File: src/pkg/fcb_pkg.sv
// Constants, enums and state record of the coprocessor host bus unit.
// Assumes a core clock unrelated to the host bus timing.
package fcb_pkg;

   // Port width strap and acknowledge codes, {ack1,ack0} active low
   localparam logic [1:0] PW_32 = 2'h0;
   localparam logic [1:0] PW_16 = 2'h1;
   localparam logic [1:0] PW_8 = 2'h2;
   localparam logic [1:0] ACK_32_N = 2'h0;
   localparam logic [1:0] ACK_16_N = 2'h1;
   localparam logic [1:0] ACK_8_N = 2'h2;
   localparam logic [1:0] ACK_NONE_N = 2'h3;

   // Register indices on the low address lines
   localparam logic [2:0] IDX_RESPONSE = 3'h0;
   localparam logic [2:0] IDX_CONTROL = 3'h1;
   localparam logic [2:0] IDX_SAVE = 3'h2;
   localparam logic [2:0] IDX_RESTORE = 3'h3;
   localparam logic [2:0] IDX_COMMAND = 3'h4;
   localparam logic [2:0] IDX_OPERAND = 3'h5;

   // Command fields: direction bit and format
   localparam int CMD_DIR_BIT = 13;
   localparam int CMD_FMT_LSB = 10;
   localparam logic [2:0] FMT_LONG = 3'h0;
   localparam logic [2:0] FMT_SINGLE = 3'h1;
   localparam logic [2:0] FMT_EXTENDED = 3'h2;
   localparam logic [2:0] FMT_PACKED = 3'h3;
   localparam logic [2:0] FMT_WORD = 3'h4;
   localparam logic [2:0] FMT_DOUBLE = 3'h5;
   localparam logic [2:0] FMT_BYTE = 3'h6;

   // Response words; the low byte of a transfer request carries the word count
   localparam logic [31:0] RSP_NULL_GO = 32'h0000_0800;
   localparam logic [31:0] RSP_NULL_DONE = 32'h0000_0802;
   localparam logic [31:0] RSP_WAIT = 32'h0000_8900;
   localparam logic [31:0] RSP_XFER_IN = 32'h0000_1500;
   localparam logic [31:0] RSP_XFER_OUT = 32'h0000_3100;

   // Save frame: {version, words, command}; version zero is the null frame
   localparam logic [7:0] FRAME_VERSION = 8'h3c; // Arbitrary value
   localparam int FRAME_GROWTH_BYTES = 32;
   localparam int BASE_IDLE_BYTES = 28;
   localparam int BASE_BUSY_BYTES = 180;
   localparam logic [7:0] IDLE_WORDS = 8'((BASE_IDLE_BYTES + FRAME_GROWTH_BYTES) / 4);
   localparam logic [7:0] BUSY_WORDS = 8'((BASE_BUSY_BYTES + FRAME_GROWTH_BYTES) / 4);

   typedef enum logic [1:0] {
      B_IDLE = 2'b01,
      B_ACK = 2'b10
   } fcb_bus_e;

   typedef enum logic [5:0] {
      S_IDLE = 6'b000001,
      S_FETCH = 6'b000010,
      S_HAND = 6'b000100,
      S_EXEC = 6'b001000,
      S_STORE = 6'b010000,
      S_FRAME = 6'b100000
   } fcb_seq_e;

   typedef struct packed {
      logic cs_s1;
      logic cs_s2;
      logic ds_s1;
      logic ds_s2;
      logic rw_s1;
      logic rw_s2;
      logic [2:0] addr_s1;
      logic [2:0] addr_s2;
      logic [31:0] data_s1;
      logic [31:0] data_s2;
      logic [1:0] pw_s1;
      logic [1:0] pw_s2;
      fcb_bus_e bus;
      logic [2:0] bcnt;
      logic [31:0] wacc;
      logic [31:0] rword;
      logic [31:0] dout;
      logic oe_n;
      logic [1:0] ack_n;
      fcb_seq_e seq;
      logic [15:0] cmd;
      logic [1:0] need;
      logic [1:0] widx;
      logic [95:0] operand;
      logic pend_valid;
      logic [15:0] pend_cmd;
      logic done_flag;
      logic trace;
      logic reset_state;
      logic halt;
      logic frame_busy;
      logic [5:0] frame_left;
      logic [5:0] fidx;
      logic [5:0] load_idx;
      logic exec_start;
      logic exec_reset;
      logic exec_resume;
      logic state_load;
      logic [31:0] load_word;
   } fcb_state_s;

   localparam fcb_state_s ST_RESET = '{cs_s1: 1'b1, cs_s2: 1'b1, ds_s1: 1'b1, ds_s2: 1'b1,
      rw_s1: 1'b1, rw_s2: 1'b1, bus: B_IDLE, oe_n: 1'b1, ack_n: ACK_NONE_N, seq: S_IDLE,
      reset_state: 1'b1, default: '0};

endpackage : fcb_pkg

File: src/rtl/fcb_host_bus_unit.sv
// Coprocessor host bus unit: interface registers on an async host bus,
// sequencing to the execution unit, state save/restore.
// Assumes the execution unit runs on i_clk; host pins are asynchronous.
//
// Contract
// - Works on 8, 16 or 32 bit host buses.
// - Host talks only through memory-addressed interface registers.
// - Response encodes fetches or stores the host must perform.
// - New command before operand hand-over gets a wait response.
// - Device chooses concurrent or non-concurrent execution per instruction.
// - Never bus master; host moves all operands and results.
// - Device clock is unrelated to host clock; pins are synchronised.
// - Save request halts work, even mid-instruction, and supplies state.
// - Save in reset state yields a single null format word.
// - Idle save gives a short frame; busy save gives full state.
// - Short concurrent instruction finishes first, then idle frame is saved.
// - Restore reloads a frame and resumes any suspended operation.
// - Restoring the null frame acts as a hardware reset.
// - Frames are 32 bytes larger and carry a distinctive format word.
// - Trace and single-step work across coprocessor instructions.
// - Seven operand formats, byte to packed decimal.
`timescale 1ns/1ps
`default_nettype none

module fcb_host_bus_unit (
   // Clock, reset, enable
   input wire logic i_clk,
   input wire logic i_reset_n,
   input wire logic i_ce,
   // Host bus pins, asynchronous to i_clk
   input wire logic i_cs_n,
   input wire logic i_ds_n,
   input wire logic i_rw,
   input wire logic [2:0] i_addr,
   input wire logic [1:0] i_port_width,
   input wire logic [31:0] i_data,
   output logic [31:0] o_data,
   output logic o_data_oe_n,
   output logic [1:0] o_ack_n,
   // Execution unit hand-over
   output logic o_exec_start,
   output logic [15:0] o_exec_cmd,
   output logic [95:0] o_exec_operand,
   input wire logic i_exec_accept,
   input wire logic i_exec_busy,
   input wire logic i_exec_short,
   output logic o_exec_halt,
   output logic o_exec_resume,
   output logic o_exec_reset,
   // Result and state words
   output logic [5:0] o_word_idx,
   input wire logic [31:0] i_word,
   output logic o_state_load,
   output logic [5:0] o_load_idx,
   output logic [31:0] o_load_word
);
   import fcb_pkg::*;

   fcb_state_s st_reg;
   fcb_state_s st_next;

   // Operand length in long words per format
   // seven operand formats
   function automatic logic [1:0] fmt_words(input logic [2:0] fmt);
      logic [1:0] n;
      n = 2'd1;
      case (fmt)
         FMT_DOUBLE: n = 2'd2;
         FMT_EXTENDED, FMT_PACKED: n = 2'd3;
         default: n = 2'd1; // Byte, word, long, single
      endcase
      return n;
   endfunction : fmt_words

   // Next-state logic for the whole block
   always_comb begin
      logic [2:0] bpa;
      logic [1:0] ackw;
      logic last;
      logic take;
      logic save_hold;
      logic busy_now;
      logic [31:0] wword;
      logic [31:0] rval;
      logic [31:0] rcur;
      logic [7:0] fsize;
      bpa = 3'd4;
      ackw = ACK_32_N;
      last = 1'b0;
      take = 1'b0;
      save_hold = 1'b0;
      busy_now = 1'b0;
      wword = '0;
      rval = '0;
      rcur = '0;
      fsize = '0;
      st_next = st_reg;
      st_next.exec_reset = 1'b0;
      st_next.exec_resume = 1'b0;
      st_next.state_load = 1'b0;

      st_next.cs_s1 = i_cs_n;
      st_next.cs_s2 = st_reg.cs_s1;
      st_next.ds_s1 = i_ds_n;
      st_next.ds_s2 = st_reg.ds_s1;
      st_next.rw_s1 = i_rw;
      st_next.rw_s2 = st_reg.rw_s1;
      st_next.addr_s1 = i_addr;
      st_next.addr_s2 = st_reg.addr_s1;
      st_next.data_s1 = i_data;
      st_next.data_s2 = st_reg.data_s1;
      st_next.pw_s1 = i_port_width;
      st_next.pw_s2 = st_reg.pw_s1;

      // bytes per access for the strapped width
      case (st_reg.pw_s2)
         PW_16: begin
            bpa = 3'd2;
            ackw = ACK_16_N;
         end
         PW_8: begin
            bpa = 3'd1;
            ackw = ACK_8_N;
         end
         default: begin
            bpa = 3'd4;
            ackw = ACK_32_N;
         end
      endcase
      last = (st_reg.bcnt + bpa) >= 3'd4;

      // Narrow buses use the upper lanes, most significant first
      case (bpa)
         3'd2: wword = {st_reg.wacc[15:0], st_reg.data_s2[31:16]};
         3'd1: wword = {st_reg.wacc[23:0], st_reg.data_s2[31:24]};
         default: wword = st_reg.data_s2;
      endcase

      // Read values, frozen at a word's first lane
      busy_now = (st_reg.seq != S_IDLE) || i_exec_busy;
      case (st_reg.addr_s2)
         IDX_RESPONSE: begin
            // wait while a command is queued, or during hand-over, execution or a frame transfer
            if (st_reg.pend_valid || st_reg.seq == S_HAND || st_reg.seq == S_EXEC || st_reg.seq == S_FRAME) begin
               rval = RSP_WAIT;
            end else if (st_reg.seq == S_FETCH) begin
               rval = RSP_XFER_IN | {30'h0, st_reg.need - st_reg.widx};
            end else if (st_reg.seq == S_STORE) begin
               rval = RSP_XFER_OUT | {30'h0, st_reg.need - st_reg.fidx[1:0]};
            end else begin
               rval = st_reg.done_flag ? RSP_NULL_DONE : RSP_NULL_GO;
            end
         end
         IDX_CONTROL: rval = {22'h0, st_reg.trace, st_reg.halt, st_reg.reset_state, st_reg.pend_valid, st_reg.seq};
         IDX_SAVE: begin
            if (st_reg.reset_state) begin
               rval = '0;
            end else begin
               rval = {FRAME_VERSION, busy_now ? BUSY_WORDS : IDLE_WORDS, st_reg.cmd};
            end
         end
         IDX_OPERAND: rval = (st_reg.seq == S_STORE || st_reg.seq == S_FRAME) ? i_word : 32'h0;
         default: rval = '0; // Unmapped and write-only read zero
      endcase
      rcur = (st_reg.bcnt == 3'd0) ? rval : st_reg.rword;

      // hold a save read off while a short instruction completes
      save_hold = st_reg.rw_s2 && (st_reg.addr_s2 == IDX_SAVE) && (st_reg.bcnt == 3'd0)
                  && i_exec_busy && i_exec_short;
      take = (st_reg.bus == B_IDLE) && !st_reg.cs_s2 && !st_reg.ds_s2 && !save_hold;

      // Sequencer steps that need no host access
      case (st_reg.seq)
         S_IDLE: begin
            if (st_reg.pend_valid) begin
               st_next.cmd = st_reg.pend_cmd;
               st_next.pend_valid = 1'b0;
               st_next.halt = 1'b0;
               st_next.done_flag = 1'b0;
               st_next.need = fmt_words(st_reg.pend_cmd[CMD_FMT_LSB +: 3]);
               st_next.widx = '0;
               st_next.fidx = '0;
               // results are stored by the host after execution
               if (st_reg.pend_cmd[CMD_DIR_BIT]) begin
                  st_next.exec_start = 1'b1;
                  st_next.seq = S_HAND;
               end else begin
                  st_next.seq = S_FETCH;
               end
            end
         end
         S_HAND: begin
            if (i_exec_accept) begin
               st_next.exec_start = 1'b0;
               st_next.seq = (st_reg.cmd[CMD_DIR_BIT] || st_reg.trace) ? S_EXEC : S_IDLE;
            end
         end
         S_EXEC: begin
            if (!i_exec_busy && !st_reg.halt) begin
               st_next.seq = st_reg.cmd[CMD_DIR_BIT] ? S_STORE : S_IDLE;
               st_next.done_flag = !st_reg.cmd[CMD_DIR_BIT];
            end
         end
         default: ; // Advance on host accesses
      endcase

      // Host handshake; actions fire on a word's last lane
      case (st_reg.bus)
         B_IDLE: begin
            if (take) begin
               st_next.bus = B_ACK;
               st_next.ack_n = ackw;
               st_next.bcnt = last ? 3'd0 : st_reg.bcnt + bpa;
               if (st_reg.rw_s2) begin
                  st_next.rword = rcur;
                  st_next.dout = rcur << {st_reg.bcnt, 3'b000};
                  st_next.oe_n = 1'b0;
               end else begin
                  st_next.wacc = wword;
               end
               if (last && st_reg.rw_s2) begin
                  case (st_reg.addr_s2)
                     IDX_RESPONSE: begin
                        if (st_reg.seq == S_IDLE && !st_reg.pend_valid) begin
                           st_next.done_flag = 1'b0;
                        end
                     end
                     IDX_SAVE: begin
                        fsize = rcur[23:16];
                        if (rcur[31:24] != 8'h0) begin
                           st_next.halt = (fsize == BUSY_WORDS);
                           st_next.frame_busy = (fsize == BUSY_WORDS);
                           st_next.frame_left = 6'(fsize - 8'd1);
                           st_next.fidx = '0;
                           st_next.exec_start = 1'b0;
                           st_next.pend_valid = 1'b0;
                           st_next.seq = S_FRAME;
                        end
                     end
                     IDX_OPERAND: begin
                        if (st_reg.seq == S_STORE) begin
                           st_next.fidx = st_reg.fidx + 6'd1;
                           if (st_reg.fidx[1:0] + 2'd1 == st_reg.need) begin
                              st_next.seq = S_IDLE;
                              st_next.done_flag = 1'b1;
                           end
                        end else if (st_reg.seq == S_FRAME && !st_reg.reset_state) begin
                           st_next.fidx = st_reg.fidx + 6'd1;
                           st_next.frame_left = st_reg.frame_left - 6'd1;
                           if (st_reg.frame_left == 6'd1) begin
                              st_next.seq = S_IDLE; // Halt stays until restore or next command
                           end
                        end
                     end
                     default: ;
                  endcase
               end else if (last) begin
                  case (st_reg.addr_s2)
                     IDX_COMMAND: begin
                        // command taken, then queued for the sequencer
                        // response reports wait until this one is taken
                        st_next.pend_cmd = wword[15:0];
                        st_next.pend_valid = 1'b1;
                        st_next.reset_state = 1'b0;
                        st_next.done_flag = 1'b0;
                     end
                     IDX_CONTROL: st_next.trace = wword[0];
                     IDX_RESTORE: begin
                        if (wword[31:24] == 8'h0) begin
                           st_next.seq = S_IDLE;
                           st_next.pend_valid = 1'b0;
                           st_next.done_flag = 1'b0;
                           st_next.trace = 1'b0;
                           st_next.halt = 1'b0;
                           st_next.exec_start = 1'b0;
                           st_next.reset_state = 1'b1;
                           st_next.exec_reset = 1'b1;
                        end else begin
                           st_next.frame_busy = (wword[23:16] == BUSY_WORDS);
                           st_next.frame_left = 6'(wword[23:16] - 8'd1);
                           st_next.cmd = wword[15:0];
                           st_next.fidx = '0;
                           st_next.halt = 1'b1;
                           st_next.reset_state = 1'b0;
                           st_next.pend_valid = 1'b0;
                           st_next.seq = S_FRAME;
                        end
                     end
                     IDX_OPERAND: begin
                        if (st_reg.seq == S_FETCH) begin
                           st_next.operand = {st_reg.operand[63:0], wword};
                           st_next.widx = st_reg.widx + 2'd1;
                           if (st_reg.widx + 2'd1 == st_reg.need) begin
                              st_next.exec_start = 1'b1;
                              st_next.seq = S_HAND;
                           end
                        end else if (st_reg.seq == S_FRAME) begin
                           st_next.state_load = 1'b1;
                           st_next.load_word = wword;
                           st_next.load_idx = st_reg.fidx;
                           st_next.fidx = st_reg.fidx + 6'd1;
                           st_next.frame_left = st_reg.frame_left - 6'd1;
                           if (st_reg.frame_left == 6'd1) begin
                              st_next.halt = 1'b0;
                              st_next.exec_resume = st_reg.frame_busy;
                              st_next.seq = st_reg.frame_busy ? S_EXEC : S_IDLE;
                           end
                        end
                     end
                     default: ;
                  endcase
               end
            end
         end
         B_ACK: begin
            // Hold the acknowledge until the host lifts its strobe
            if (st_reg.ds_s2) begin
               st_next.bus = B_IDLE;
               st_next.ack_n = ACK_NONE_N;
               st_next.oe_n = 1'b1;
            end
         end
         default: begin
            st_next.bus = B_IDLE;
            st_next.ack_n = ACK_NONE_N;
            st_next.oe_n = 1'b1;
         end
      endcase
   end

   // All state in one register; enable freezes it
   always_ff @(posedge i_clk) begin
      if (!i_reset_n) begin
         st_reg <= ST_RESET;
      end else if (i_ce) begin
         st_reg <= st_next;
      end
   end

   // Registered outputs
   assign o_data = st_reg.dout;
   assign o_data_oe_n = st_reg.oe_n;
   assign o_ack_n = st_reg.ack_n;
   assign o_exec_start = st_reg.exec_start;
   assign o_exec_cmd = st_reg.cmd;
   assign o_exec_operand = st_reg.operand;
   assign o_exec_halt = st_reg.halt;
   assign o_exec_resume = st_reg.exec_resume;
   assign o_exec_reset = st_reg.exec_reset;
   assign o_word_idx = st_reg.fidx;
   assign o_state_load = st_reg.state_load;
   assign o_load_idx = st_reg.load_idx;
   assign o_load_word = st_reg.load_word;

endmodule : fcb_host_bus_unit

`default_nettype wire

File: config.mk
export PLATFORM = sky130hd
export DESIGN_NAME = fcb_host_bus_unit
export DESIGN_NICKNAME = d
export VERILOG_FILES = /design/src/pkg/fcb_pkg.sv /design/src/rtl/fcb_host_bus_unit.sv
export SDC_FILE = /design/constraint.sdc
export NUM_CORES = 1
export LEC_CHECK = 0
export BUFFER_PORTS_ARGS = -buffer_cell sky130_fd_sc_hd__buf_2
export CAP_MARGIN = 20
export CELL_PAD_IN_SITES_DETAIL_PLACEMENT = 1
export CELL_PAD_IN_SITES_GLOBAL_PLACEMENT = 2
export CORE_MARGIN = 8
export CORE_UTILIZATION = 34
export DETAILED_ROUTE_END_ITERATION = 10
export HOLD_SLACK_MARGIN = 0.08
export PLACE_DENSITY = 0.8
export SKIP_CTS_REPAIR_TIMING = 1
export SLEW_MARGIN = 5
export SYNTH_ARGS = -nofsm -noshare
export SYNTH_HDL_FRONTEND = slang
export SYNTH_SLANG_ARGS = --single-unit
export TNS_END_PERCENT = 10
File: constraint.sdc
create_clock -name i_clk -period 3.6 [get_ports i_clk]
set_input_delay 0.18 -clock i_clk [delete_from_list [all_inputs] [get_ports i_clk]]
set_output_delay 0.18 -clock i_clk [all_outputs]
set_load 0.01 [all_outputs]
Word level (Yosys, flattened, before mapping). Index checks and enable logic that the tools add are counted.

Add/sub/neg operators: 9. Magnitude comparators: 1. Equality and inequality tests: 41. Shift operators: 1. Multiplexer cells: 115. Bitwise operators: 3. Reductions and logical operators: 48.

Operator list (count): $mux W174 (3); $mux W98 (3); $pmux W32 S4 (1); $mux W126 (1); $mux W6 (20); $mux W34 (3); $mux W16 (6); $mux W32 (3); $mux W65 (1); $pmux W32 S2 (1); $mux W14 (4); $mux W26 (2); $pmux W12 S2 (2); $mux W22 (2); $mux W18 (2); $mux W35 (1); $shl A32 B6 Y32 (1); $mux W30 (1); $mux W1 (26); $pmux W6 S2 (2); $mux W20 (1); $pmux W1 S2 (9); $pmux W6 S3 (1); $sub A6 B1 Y6 const B (3); other kinds (47) (119).

Flip-flop bits (word level): 382. Bits of input ports: 78. Output and inout bits: 196. Logic and storage cells: 257.

Longest topological paths before layout. Gate-level depths: netlist of run 1.

Depth in word-level cells: 14. Mapped depth: 15. Depth with buffers taken out: 12.

Worst setup path before layout of run 1. No wires, ideal clock.

Path type: register to register. Start: register st_reg[302] (netlist bit). End: register st_reg, in the netlist o_exec_operand[75]. Setup time: 0.070 ns. Arrival: 2.879 ns. Data required time: 3.530 ns. Path slack: 0.650 ns. Cell stages (with the launch flop): 14. Buffers on the path: 4. Period minus slack after synthesis: 2.950 ns. Cells stage by stage: dfxtp_1 -> inv_1 -> ha_1 -> ha_1 -> fa_1 -> xnor3_1 -> clkbuf_1 -> nor2_1 -> buf_2 -> nand4_1 -> clkbuf_1 -> clkbuf_1 -> nand2_1 -> a21oi_1.

Cells in the longest elaborated chain, start to end: 7. Elaborated cells between the ends (all ways): 8. Those cells by class: add/sub (1); order compare (1); eq/ne (2); mux (1); bitwise (1); reduce/logical (2).

Ends and longest elaborated chain: from (decl) (line fcb_host_bus_unit.sv:59) `fcb_state_s st_reg;`; from (signal assigned) (line fcb_host_bus_unit.sv:336) `st_reg <= st_next;`; $eq A2 B2 Y1 / $eq A2 B1 Y1 (equally long branches) (line fcb_host_bus_unit.sv:116) `case (st_reg.pw_s2)`; $pmux W3 S2 * (line fcb_host_bus_unit.sv:116); $add A3 B3 Y3 * (line fcb_host_bus_unit.sv:130) `last = (st_reg.bcnt + bpa) >= 3'd4;`; $ge A3 B3 Y1 * (line fcb_host_bus_unit.sv:130); $logic_and A1 B1 Y1 (line fcb_host_bus_unit.sv:221) `if (last && st_reg.rw_s2) begin`; $not A1 Y1 (no source line); $reduce_and A7 Y1 (no source line) *.

Mark *: on every way between the ends. The rest lies on a longest branch, timed or not. A chain may end at the register's enable or synchronous reset.

Final worst setup path of run 1.
Start: register st_reg[302] (netlist bit). End: register st_reg[58] (netlist bit).

Cells in the longest elaborated chain, start to end: 11. Elaborated cells between the ends (all ways): 16. Those cells by class: add/sub (1); order compare (1); eq/ne (4); mux (8); reduce/logical (2).

Ends and longest elaborated chain: $eq A2 B2 Y1 / $eq A2 B1 Y1 (equally long branches) (line fcb_host_bus_unit.sv:116); $pmux W3 S2 * (line fcb_host_bus_unit.sv:116); $eq A3 B1 Y1 / $eq A3 B2 Y1 (equally long branches) (line fcb_host_bus_unit.sv:133) `case (bpa)`; $pmux W32 S2 (line fcb_host_bus_unit.sv:133); $logic_not A8 Y1 (line fcb_host_bus_unit.sv:269) `if (wword[31:24] == 8'h0) begin`; $mux W2 (line fcb_host_bus_unit.sv:269); $pmux W1 S2 (line fcb_host_bus_unit.sv:258) `case (st_reg.addr_s2)`; $mux W174 (line fcb_host_bus_unit.sv:257) `end else if (last) begin`; $mux W1 * (line fcb_host_bus_unit.sv:221); $mux W174 * (line fcb_host_bus_unit.sv:210) `if (take) begin`; $mux W174 * (line fcb_host_bus_unit.sv:208) `case (st_reg.bus)`.

Mark *: on every way between the ends. The rest lies on a longest branch, timed or not. The select of a mux whose other input is x is not followed.

==> impl_metrics.py, run 1 <==
metrics = {
    "status": {
        "status": "completed",
    },
    "global_routing": {
        "grt_max_degree": 124,
        "grt_usage_pct": 21.6,
        "grt-ovfl-total": 0,
        "antenna_found_initial": 1,
        "grt_pass1_wl_mm": 107,
        "gr-usage-met3_pct": 3.73,
        "busiest_layer": "met2",
        "use_met1_pct": 28.0,
        "first_global_vias": 17400,
        "grt_util_met2_pct": 36.2,
    },
    "synthesis": {
        "syn-num-nets": 2420,
        "ys_types": 90,
        "yosys.area.top_type_share_pct": 40.4,
        "synthAdderAreaFrac_pct": 1.05,
        "synth_most_common_cell": "nand2_1",
        "synth_edf_count": 0,
        "synthArstFlopShare_pct": 0,
        "synth-main-ff-cell": "dfxtp_1",
        "yosys.area.top_type": "dfxtp_1",
        "synth_area_leaders": "dfxtp_1 40%, nand2_1 9.3%, buf_4 7.7%",
        "synthCells": 2327,
        "ys_ff_latch": 374,
        "netlist_top_cells_count": "457 x nand2_1, 374 x dfxtp_1, 283 x a21oi_1, 191 x buf_4, 167 x nor2_1",
        "yosys.area_share.simple_pct": 20.0,
        "ys_warn_count": 0,
        "synth_xor_area_share_pct": 1.39,
        "ys_seq_area_share_pct": 40.4,
        "synth_top_family_by_area": "compound AO/OA/AOI/OAI gates",
        "synth_compound_area_share_pct": 20.4,
        "syn-cell-area_um2": 18500,
        "synth.avg_cell_area_um2": 7.96,
        "synth_mux_area_share_pct": 4.72,
    },
    "critical_path": {
        "crit_top_cell": "ha_1",
        "crit_buf_inv": 2,
        "crit_type": "reg2reg",
        "reg2reg_slack_ps": 230,
        "critical-path-top-delay-family": "adder cells",
        "start_kind": "register",
        "cp.required_ps": 4100,
        "endpoint_kind": "register",
        "cp_max_fo": 8,
        "cp_slowest_cell": "fa_1",
        "cpPeakStageDelay_ps": 440,
        "arrival_ps": 3870,
        "rr_endpoint": "st_reg[58]",
        "r2r_start": "st_reg[302]",
        "crit_path_cell_trace": "inv_1, ha_1, ha_1, fa_1, xnor3_1, buf_4, nor2b_1, nand2_1, o31ai_1, a22oi_1, a211oi_1",
        "reg2regPathDepth": 11,
    },
    "cells_and_area": {
        "fill_cells": 6464,
        "syn2layout_area_growth_pct": 15.9,
        "antenna_cells": 0,
        "stdcell_area_um2": 21500,
        "drive_gt1_share_pct": 20.3,
        "nNetsFinal": 2534,
        "final_cells": 3169,
        "largest_reg_flops": 138,
        "final-seq-area_um2": 7490,
        "multi_input_area_um2": 8830,
    },
    "floorplanning": {
        "io_pins": 274,
        "start_util_pct": 34.4,
        "die_h_um": 249,
        "num_rows": 85,
        "die_w_um": 249,
        "core_um2": 53800,
        "dieArea_um2": 62200,
    },
    "cts": {
        "cts_tree": "built",
        "clock_sinks": 374,
        "clock_latency_ps": 590,
        "cts_buffers": 44,
        "clockBufferDepth": 3,
        "cts_root_buf": "clkbuf_16",
        "clkTransAtPathRegs_ps": 60,
        "htreeDepth": 2,
    },
    "placement": {
        "gp_congestion": 0.924,
        "dp_hpwl_mm": 51.3,
        "place.port_buffers": 273,
        "place_ws_ps": 267,
        "placed_cells": 3046,
        "placed_cell_area_um2": 19600,
    },
    "routing": {
        "firstDrtPassIters": 5,
        "wl_per_cell_um": 22.5,
        "drt_iter0_markers": 1116,
        "vias_per_cell": 5.41,
        "ant_nets": 0,
        "wl_mm": 71.2,
        "drc": 0,
        "vias": 17100,
    },
    "pwr": {
        "powerDensity_nw_per_um2": 441,
        "p_total_uw": 9470,
        "worst_ir_drop_vdd_v": 0.000313,
        "power_leakage_uw": 0.00849,
    },
    "sta": {
        "fmax_mhz": 297,
        "worst_slack_ps": 235,
        "setup-tns-final_ps": 0,
        "hold_viol": 0,
        "fin_skew_ps": 31.7,
        "min_period_over_period_pct": 93.5,
        "fin_crit_ps": 3370,
        "relSlewSlack_pct": 28.8,
        "tightest_slew_ps": 1060,
        "report.final.slew_viol_count": 0,
        "rsz0062_at_grt": "false",
        "setup_viol": 0,
    },
    "min_path": {
        "hold_path_end": "o_data[4]",
        "hold_class": "in2reg",
        "min_from": "i_word[4]",
        "hold_depth": 5,
    },
    "run": {
        "cap_viol_max_count": 0,
    },
}
## power by group
group	internal [µW]	switching [µW]
Combinational	247	414
Clock	2660	1900
Sequential	4200	58.7
## worst register-to-register path: cells and delay by family (launching register included)
kind	cells	cell delay [ps]
flops	1	380
simple gates	2	630
fa+ha+maj	3	860
xor+xnor	1	310
compound gates	3	830
buf+inv	2	280
## worst max path at each step
| stage | start | cells after the start | to | slack (ps) |
|---|---|---|---|---|
| after floorplan | st_reg[302] | 13 | o_exec_operand[75] | 650 |
| after global placement | st_reg[302] | 11 | o_word_idx[2] | 380 |
| after detailed placement | st_reg[302] | 11 | st_reg[52] | 270 |
| after CTS | st_reg[302] | 11 | st_reg[52] | 270 |
| after global routing | st_reg[302] | 11 | st_reg[58] | 30 |
| final | st_reg[302] | 11 | st_reg[58] | 230 |
## cells in the final DEF, fill, tap and decap left out, types with 7 or more instances in the layout
master,n
ha_1,14
nand4_1,14
a31oi_1,12
nor3_1,32
xnor2_1,15
nand2b_1,9
o21ai_0,123
nor4_1,8
buf_12,8
dlygate4sd3_1,45
dfxtp_1,374
a21oi_1,283
a221oi_1,13
clkinv_2,7
and3_1,7
buf_4,101
or3_1,22
o22ai_1,15
clkbuf_1,7
mux2i_1,85
clkbuf_16,44
a21o_1,7
clkbuf_8,9
a22oi_1,40
o211ai_1,12
nand3_1,39
inv_1,18
a211oi_1,29
and2_1,16
nor2b_1,16
nand2_1,457
nor2_1,167
buf_2,272
## cell type report
type | instances | area share (%)
clock buffer | 60 | 5.83
timing repair buffer | 427 | 12.8
clock inverter | 18 | 0.985
tap | 696 | 4.06
sequential | 374 | 34.9
inverter | 20 | 0.385
multi-input combinational | 1574 | 41.1
## cell families (layout without fill, tap and decap cells)
kind of cell	count (synthesis)	count (layout)
fa+ha+maj	15	15
buf+inv	379	525
compound gates	614	614
xor+xnor	24	24
simple gates	834	834
mux	87	87
flops	374	374
## metal layers
metal / wire length (µm) / up-vias
li1: - / 8102
met5: 0 / -
met2: 34000 / 510
met1: 31400 / 8386
met4: 2190 / 0
met3: 3610 / 132
## through the flow
stage,utilization [%],hold WS (ps)
3_3_place_gp,36.3,414
6_report,39.9,88.6
2_1_floorplan,-,308
3_5_place_dp,36.3,426
4_1_cts,39.1,-200
5_1_grt,39.9,107
Power figures use the tool's default switching activity.
==> run 2, diff against run 1 <==
--- a/config.mk
+++ b/config.mk
@@ -13,6 +13,7 @@
 export CORE_UTILIZATION = 34
 export DETAILED_ROUTE_END_ITERATION = 10
 export HOLD_SLACK_MARGIN = 0.08
+export MAX_ROUTING_LAYER = met4
 export PLACE_DENSITY = 0.8
 export SKIP_CTS_REPAIR_TIMING = 1
 export SLEW_MARGIN = 5
==> run 2 against run 1 <==
First-iteration DRC count is 4.5% higher. Combinational power increased by 2%. Register-to-register slack got worse by 60 ps. Clock skew shrank 0.58 ps. Sequential share of layout area is essentially flat. Critical path type unchanged.
==> impl_metrics.py, run 2 (synthesis gave the netlist of run 1 again) <==
metrics = {
    "status": {
        "status": "completed",
    },
    "routing": {
        "vias_per_cell": 5.37,
        "firstDrtPassIters": 5,
        "drc": 0,
        "wl_mm": 71.0,
        "wl_per_cell_um": 22.4,
        "ant_nets": 0,
        "vias": 17100,
        "drt_iter0_markers": 1166,
    },
    "min_path": {
        "min_from": "i_word[22]",
        "hold_depth": 5,
        "hold_path_end": "st_reg[255]",
        "hold_class": "in2reg",
    },
    "global_routing": {
        "grt_usage_pct": 22.4,
        "grt_max_degree": 159,
        "grt_pass1_wl_mm": 108,
        "first_global_vias": 17400,
        "antenna_found_initial": 0,
        "grt-ovfl-total": 0,
    },
    "sta": {
        "setup_viol": 0,
        "fmax_mhz": 292,
        "tightest_slew_ps": 1040,
        "report.final.slew_viol_count": 0,
        "relSlewSlack_pct": 30.9,
        "fin_crit_ps": 3420,
        "fin_skew_ps": 31.1,
        "setup-tns-final_ps": 0,
        "rsz0062_at_grt": "false",
        "hold_viol": 0,
        "fin_hold_ws_ps": 73.1,
        "min_period_over_period_pct": 95.1,
        "worst_slack_ps": 178,
    },
    "critical_path": {
        "reg2regPathDepth": 11,
        "reg2reg_slack_ps": 180,
        "cp_max_fo": 7,
        "endpoint_kind": "register",
        "cp.required_ps": 4100,
        "arrival_ps": 3920,
        "r2r_start": "st_reg[302]",
        "rr_endpoint": "st_reg[52]",
        "crit_type": "reg2reg",
        "crit_path_start": "st_reg[302]",
        "start_kind": "register",
    },
    "floorplanning": {
        "die_h_um": 249,
        "start_util_pct": 34.4,
        "die_w_um": 249,
        "core_um2": 53800,
        "num_rows": 85,
        "io_pins": 274,
        "dieArea_um2": 62200,
    },
    "cts": {
        "clockBufferDepth": 3,
        "clock_sinks": 374,
        "clkTransAtPathRegs_ps": 60,
        "clock_latency_ps": 590,
        "cts_buffers": 45,
        "cts_root_buf": "clkbuf_16",
        "cts_tree": "built",
        "htreeDepth": 2,
    },
    "placement": {
        "place_ws_ps": 222,
        "dp_hpwl_mm": 51.3,
        "gp_congestion": 0.952,
        "place.port_buffers": 273,
        "placed_cells": 3043,
    },
    "pwr": {
        "power_leakage_uw": 0.00848,
        "worst_ir_drop_vdd_v": 0.000330,
        "powerDensity_nw_per_um2": 435,
    },
    "cells_and_area": {
        "final_common_cell": "nand2_1",
        "drive_gt1_share_pct": 19.9,
        "final_cells": 3174,
        "final_util_pct": 39.9,
        "nNetsFinal": 2540,
        "syn2layout_area_growth_pct": 15.9,
        "largest_reg_flops": 138,
        "mostFrequentLayoutCells": "456 x nand2_1, 374 x dfxtp_1, 283 x a21oi_1",
    },
    "run": {
        "cap_viol_max_count": 0,
    },
}
-- run 2: worst max path at each step --
stage,end,slack (ps)
4_1_cts,o_exec_start,160
5_1_grt,st_reg[52],20
6_report,st_reg[52],180
3_5_place_dp,o_exec_start,220
3_3_place_gp,o_exec_start,280
2_1_floorplan,o_exec_operand[75],650
-- run 2: cell type report --
class                   count  area [µm²]
well taps                 696         871
fillers                  6490       32300
clock buffers              68        1310
inverters                  20        82.6
multi-input cells        1574        8840
clock inverters             9         109
diodes                      1        2.50
repair buffers            432        2770
flip-flops and latches    374        7490
-- run 2: power breakdown --
part | switching, µW | leakage [µW] | internal (µW)
sequential | 59.3 | 0.00302 | 4200
clock | 1840 | 0.000694 | 2580
combinational | 418 | 0.00476 | 254
total | 2310 | 0.00848 | 7030
-- run 2: per-stage QoR --
step,total power [µW],area [µm²]
2_1_floorplan,4690,18500
3_3_place_gp,4950,19500
3_5_place_dp,4960,19500
4_1_cts,9430,20900
5_1_grt,9720,21500
6_report,9350,21500
-- run 2: critical path, cell delays in order, from the launching register on --
cell and delay [ps]:
dfxtp_1 380, inv_1 80, ha_1 210, ha_1 200, fa_1 440, xnor3_1 280, buf_4 200, nor2b_1 370
nand2_1 180, or3_1 530, and2_4 270, a311oi_2 190
-- run 2: per-layer routing --
layer  vias to the layer above  part of all wire [%]  global-route usage (%)
met5                         -                     0                       -
met4                         0                   2.9                    6.47
met3                       123                   4.2                    3.38
met2                       418                    47                    36.2
met1                      8397                    45                    28.9
li1                       8120                     -                       -
==> run 3, diff against run 2 <==
--- a/config.mk
+++ b/config.mk
@@ -9,6 +9,7 @@
 export CAP_MARGIN = 20
 export CELL_PAD_IN_SITES_DETAIL_PLACEMENT = 1
 export CELL_PAD_IN_SITES_GLOBAL_PLACEMENT = 2
+export CORE_ASPECT_RATIO = 1.2
 export CORE_MARGIN = 8
 export CORE_UTILIZATION = 34
 export DETAILED_ROUTE_END_ITERATION = 10
==> run 3 against run 2 <==
Maximum frequency up 1.2%. Sequential share of layout area shrank 0.11 points. Wire length rose by 2.4%. Combinational power fell by 0.6%. Critical path type unchanged.
==> impl_metrics.py, run 3 (synthesis gave the netlist of run 1 again) <==
metrics = {
    "status": {
        "status": "completed",
    },
    "pwr": {
        "worst_ir_drop_vdd_v": 0.000298,
        "comb_power_share_pct": 7.1,
        "powerDensity_nw_per_um2": 436,
        "p_int_uw": 7070,
        "power_leakage_uw": 0.00854,
        "p_clk_share_pct": 47.6,
        "p_total_uw": 9390,
        "p_sw_uw": 2320,
        "netSwitchingFraction_pct": 24.7,
        "power_frac_seq_pct": 45.3,
    },
    "placement": {
        "place.port_buffers": 273,
        "placed_cells": 3072,
        "dp_hpwl_mm": 53.4,
        "gp_congestion": 0.959,
    },
    "critical_path": {
        "cp_max_fo": 11,
        "start_kind": "register",
        "reg2regPathDepth": 13,
        "reg2reg_slack_ps": 220,
        "endpoint_kind": "register",
        "arrival_ps": 3880,
        "r2r_start": "st_reg[302]",
        "crit_type": "reg2reg",
        "cp.required_ps": 4100,
        "rr_endpoint": "st_reg[54]",
    },
    "routing": {
        "vias": 17200,
        "firstDrtPassIters": 5,
        "wl_mm": 72.7,
        "wl_met1_mm": 30.1,
        "met2_length_mm": 36.3,
        "drc": 0,
        "ant_nets": 0,
        "wl_per_cell_um": 22.8,
        "highest_layer": "met4",
        "drt_iter0_markers": 1366,
        "route.met3.wl_mm": 3.42,
        "vias_per_cell": 5.39,
    },
    "global_routing": {
        "grt-ovfl-total": 0,
        "antenna_found_initial": 2,
        "grt_usage_pct": 22.9,
        "first_global_vias": 17600,
        "grt_pass1_wl_mm": 110,
        "grt_max_degree": 132,
    },
    "cells_and_area": {
        "mostFrequentLayoutCells": "457 x nand2_1, 374 x dfxtp_1, 283 x a21oi_1",
        "largest_reg_flops": 138,
        "drive_gt1_share_pct": 20.5,
        "nNetsFinal": 2541,
        "final_common_cell": "nand2_1",
        "final_cells": 3193,
        "syn2layout_area_growth_pct": 16.3,
    },
    "min_path": {
        "min_from": "i_word[22]",
        "hold_depth": 5,
        "hold_path_end": "st_reg[255]",
        "hold_class": "in2reg",
    },
    "floorplanning": {
        "start_util_pct": 34.5,
        "io_pins": 274,
        "num_rows": 93,
        "die_w_um": 229,
        "core_um2": 53800,
        "die_h_um": 272,
        "dieArea_um2": 62200,
    },
    "cts": {
        "cts_tree": "built",
        "clock_latency_ps": 590,
        "cts_buffers": 43,
        "cts_root_buf": "clkbuf_16",
        "clkTransAtPathRegs_ps": 60,
        "clock_sinks": 374,
        "htreeDepth": 2,
        "clockBufferDepth": 3,
    },
    "sta": {
        "rsz0062_at_grt": "false",
        "setup-tns-final_ps": 0,
        "tightest_slew_ps": 884,
        "fin_skew_ps": 38.0,
        "fin_crit_ps": 3380,
        "min_period_over_period_pct": 93.9,
        "report.final.slew_viol_count": 0,
        "fmax_mhz": 296,
        "setup_viol": 0,
        "relSlewSlack_pct": 40.6,
        "hold_viol": 0,
    },
    "run": {
        "cap_viol_max_count": 0,
    },
}
[run 3: worst max-delay path, cell delays in order, from the launching register on]
cell,delay [ps]
dfxtp_1,390
inv_1,80
ha_1,220
ha_1,210
fa_1,440
xnor3_1,210
buf_4,180
nor2_1,90
buf_4,230
nand2_1,90
or4_1,400
nor3_1,450
a31oi_1,80
a211oi_1,240
[run 3: power groups by stage]
| stage | combinational [µW] | clock [µW] | sequential (µW) |
|---|---|---|---|
| after global routing | 719 | 4750 | 4260 |
| final | 668 | 4470 | 4260 |
| after global placement | 614 | 0 | 4340 |
| after floorplan | 377 | 0 | 4310 |
| after detailed placement | 627 | 0 | 4350 |
| after CTS | 630 | 4580 | 4260 |
[run 3: metrics by stage]
step	setup slack, ps	hold slack [ps]	utilization, %	cell area (µm²)
floorplan	650	308	-	18500
global placement	255	411	36.6	19700
detailed placement	173	424	36.6	19700
CTS	171	-184	39.2	21100
global route	52.6	105	40.1	21500
finish	220	74.3	40.1	21500
[run 3: area by class of cell]
type | count | area, µm²
multi-input combinational | 1574 | 8830
inverter | 20 | 82.6
timing repair buffer | 435 | 2810
tap | 712 | 891
clock buffer | 60 | 1240
fill | 6535 | 32200
sequential | 374 | 7490
antenna | 2 | 5.00
clock inverter | 16 | 189
[run 3: worst max-delay path by stage]
stage,startpoint,end,slack (ps),depth (start not counted)
2_1_floorplan,st_reg[302],o_exec_operand[75],650,13
3_3_place_gp,st_reg[302],st_reg[54],250,13
3_5_place_dp,st_reg[302],st_reg[54],170,13
4_1_cts,st_reg[302],st_reg[54],170,13
5_1_grt,st_reg[302],st_reg[54],50,13
6_report,st_reg[302],st_reg[54],220,13
[run 3: per-layer routing]
| metal | vias up | global-route usage [%] |
|---|---|---|
| met4 | 0 | 8.97 |
| met3 | 159 | 3.91 |
| met1 | 8481 | 26.8 |
| met5 | - | - |
| li1 | 8109 | - |
| met2 | 471 | 38.9 |
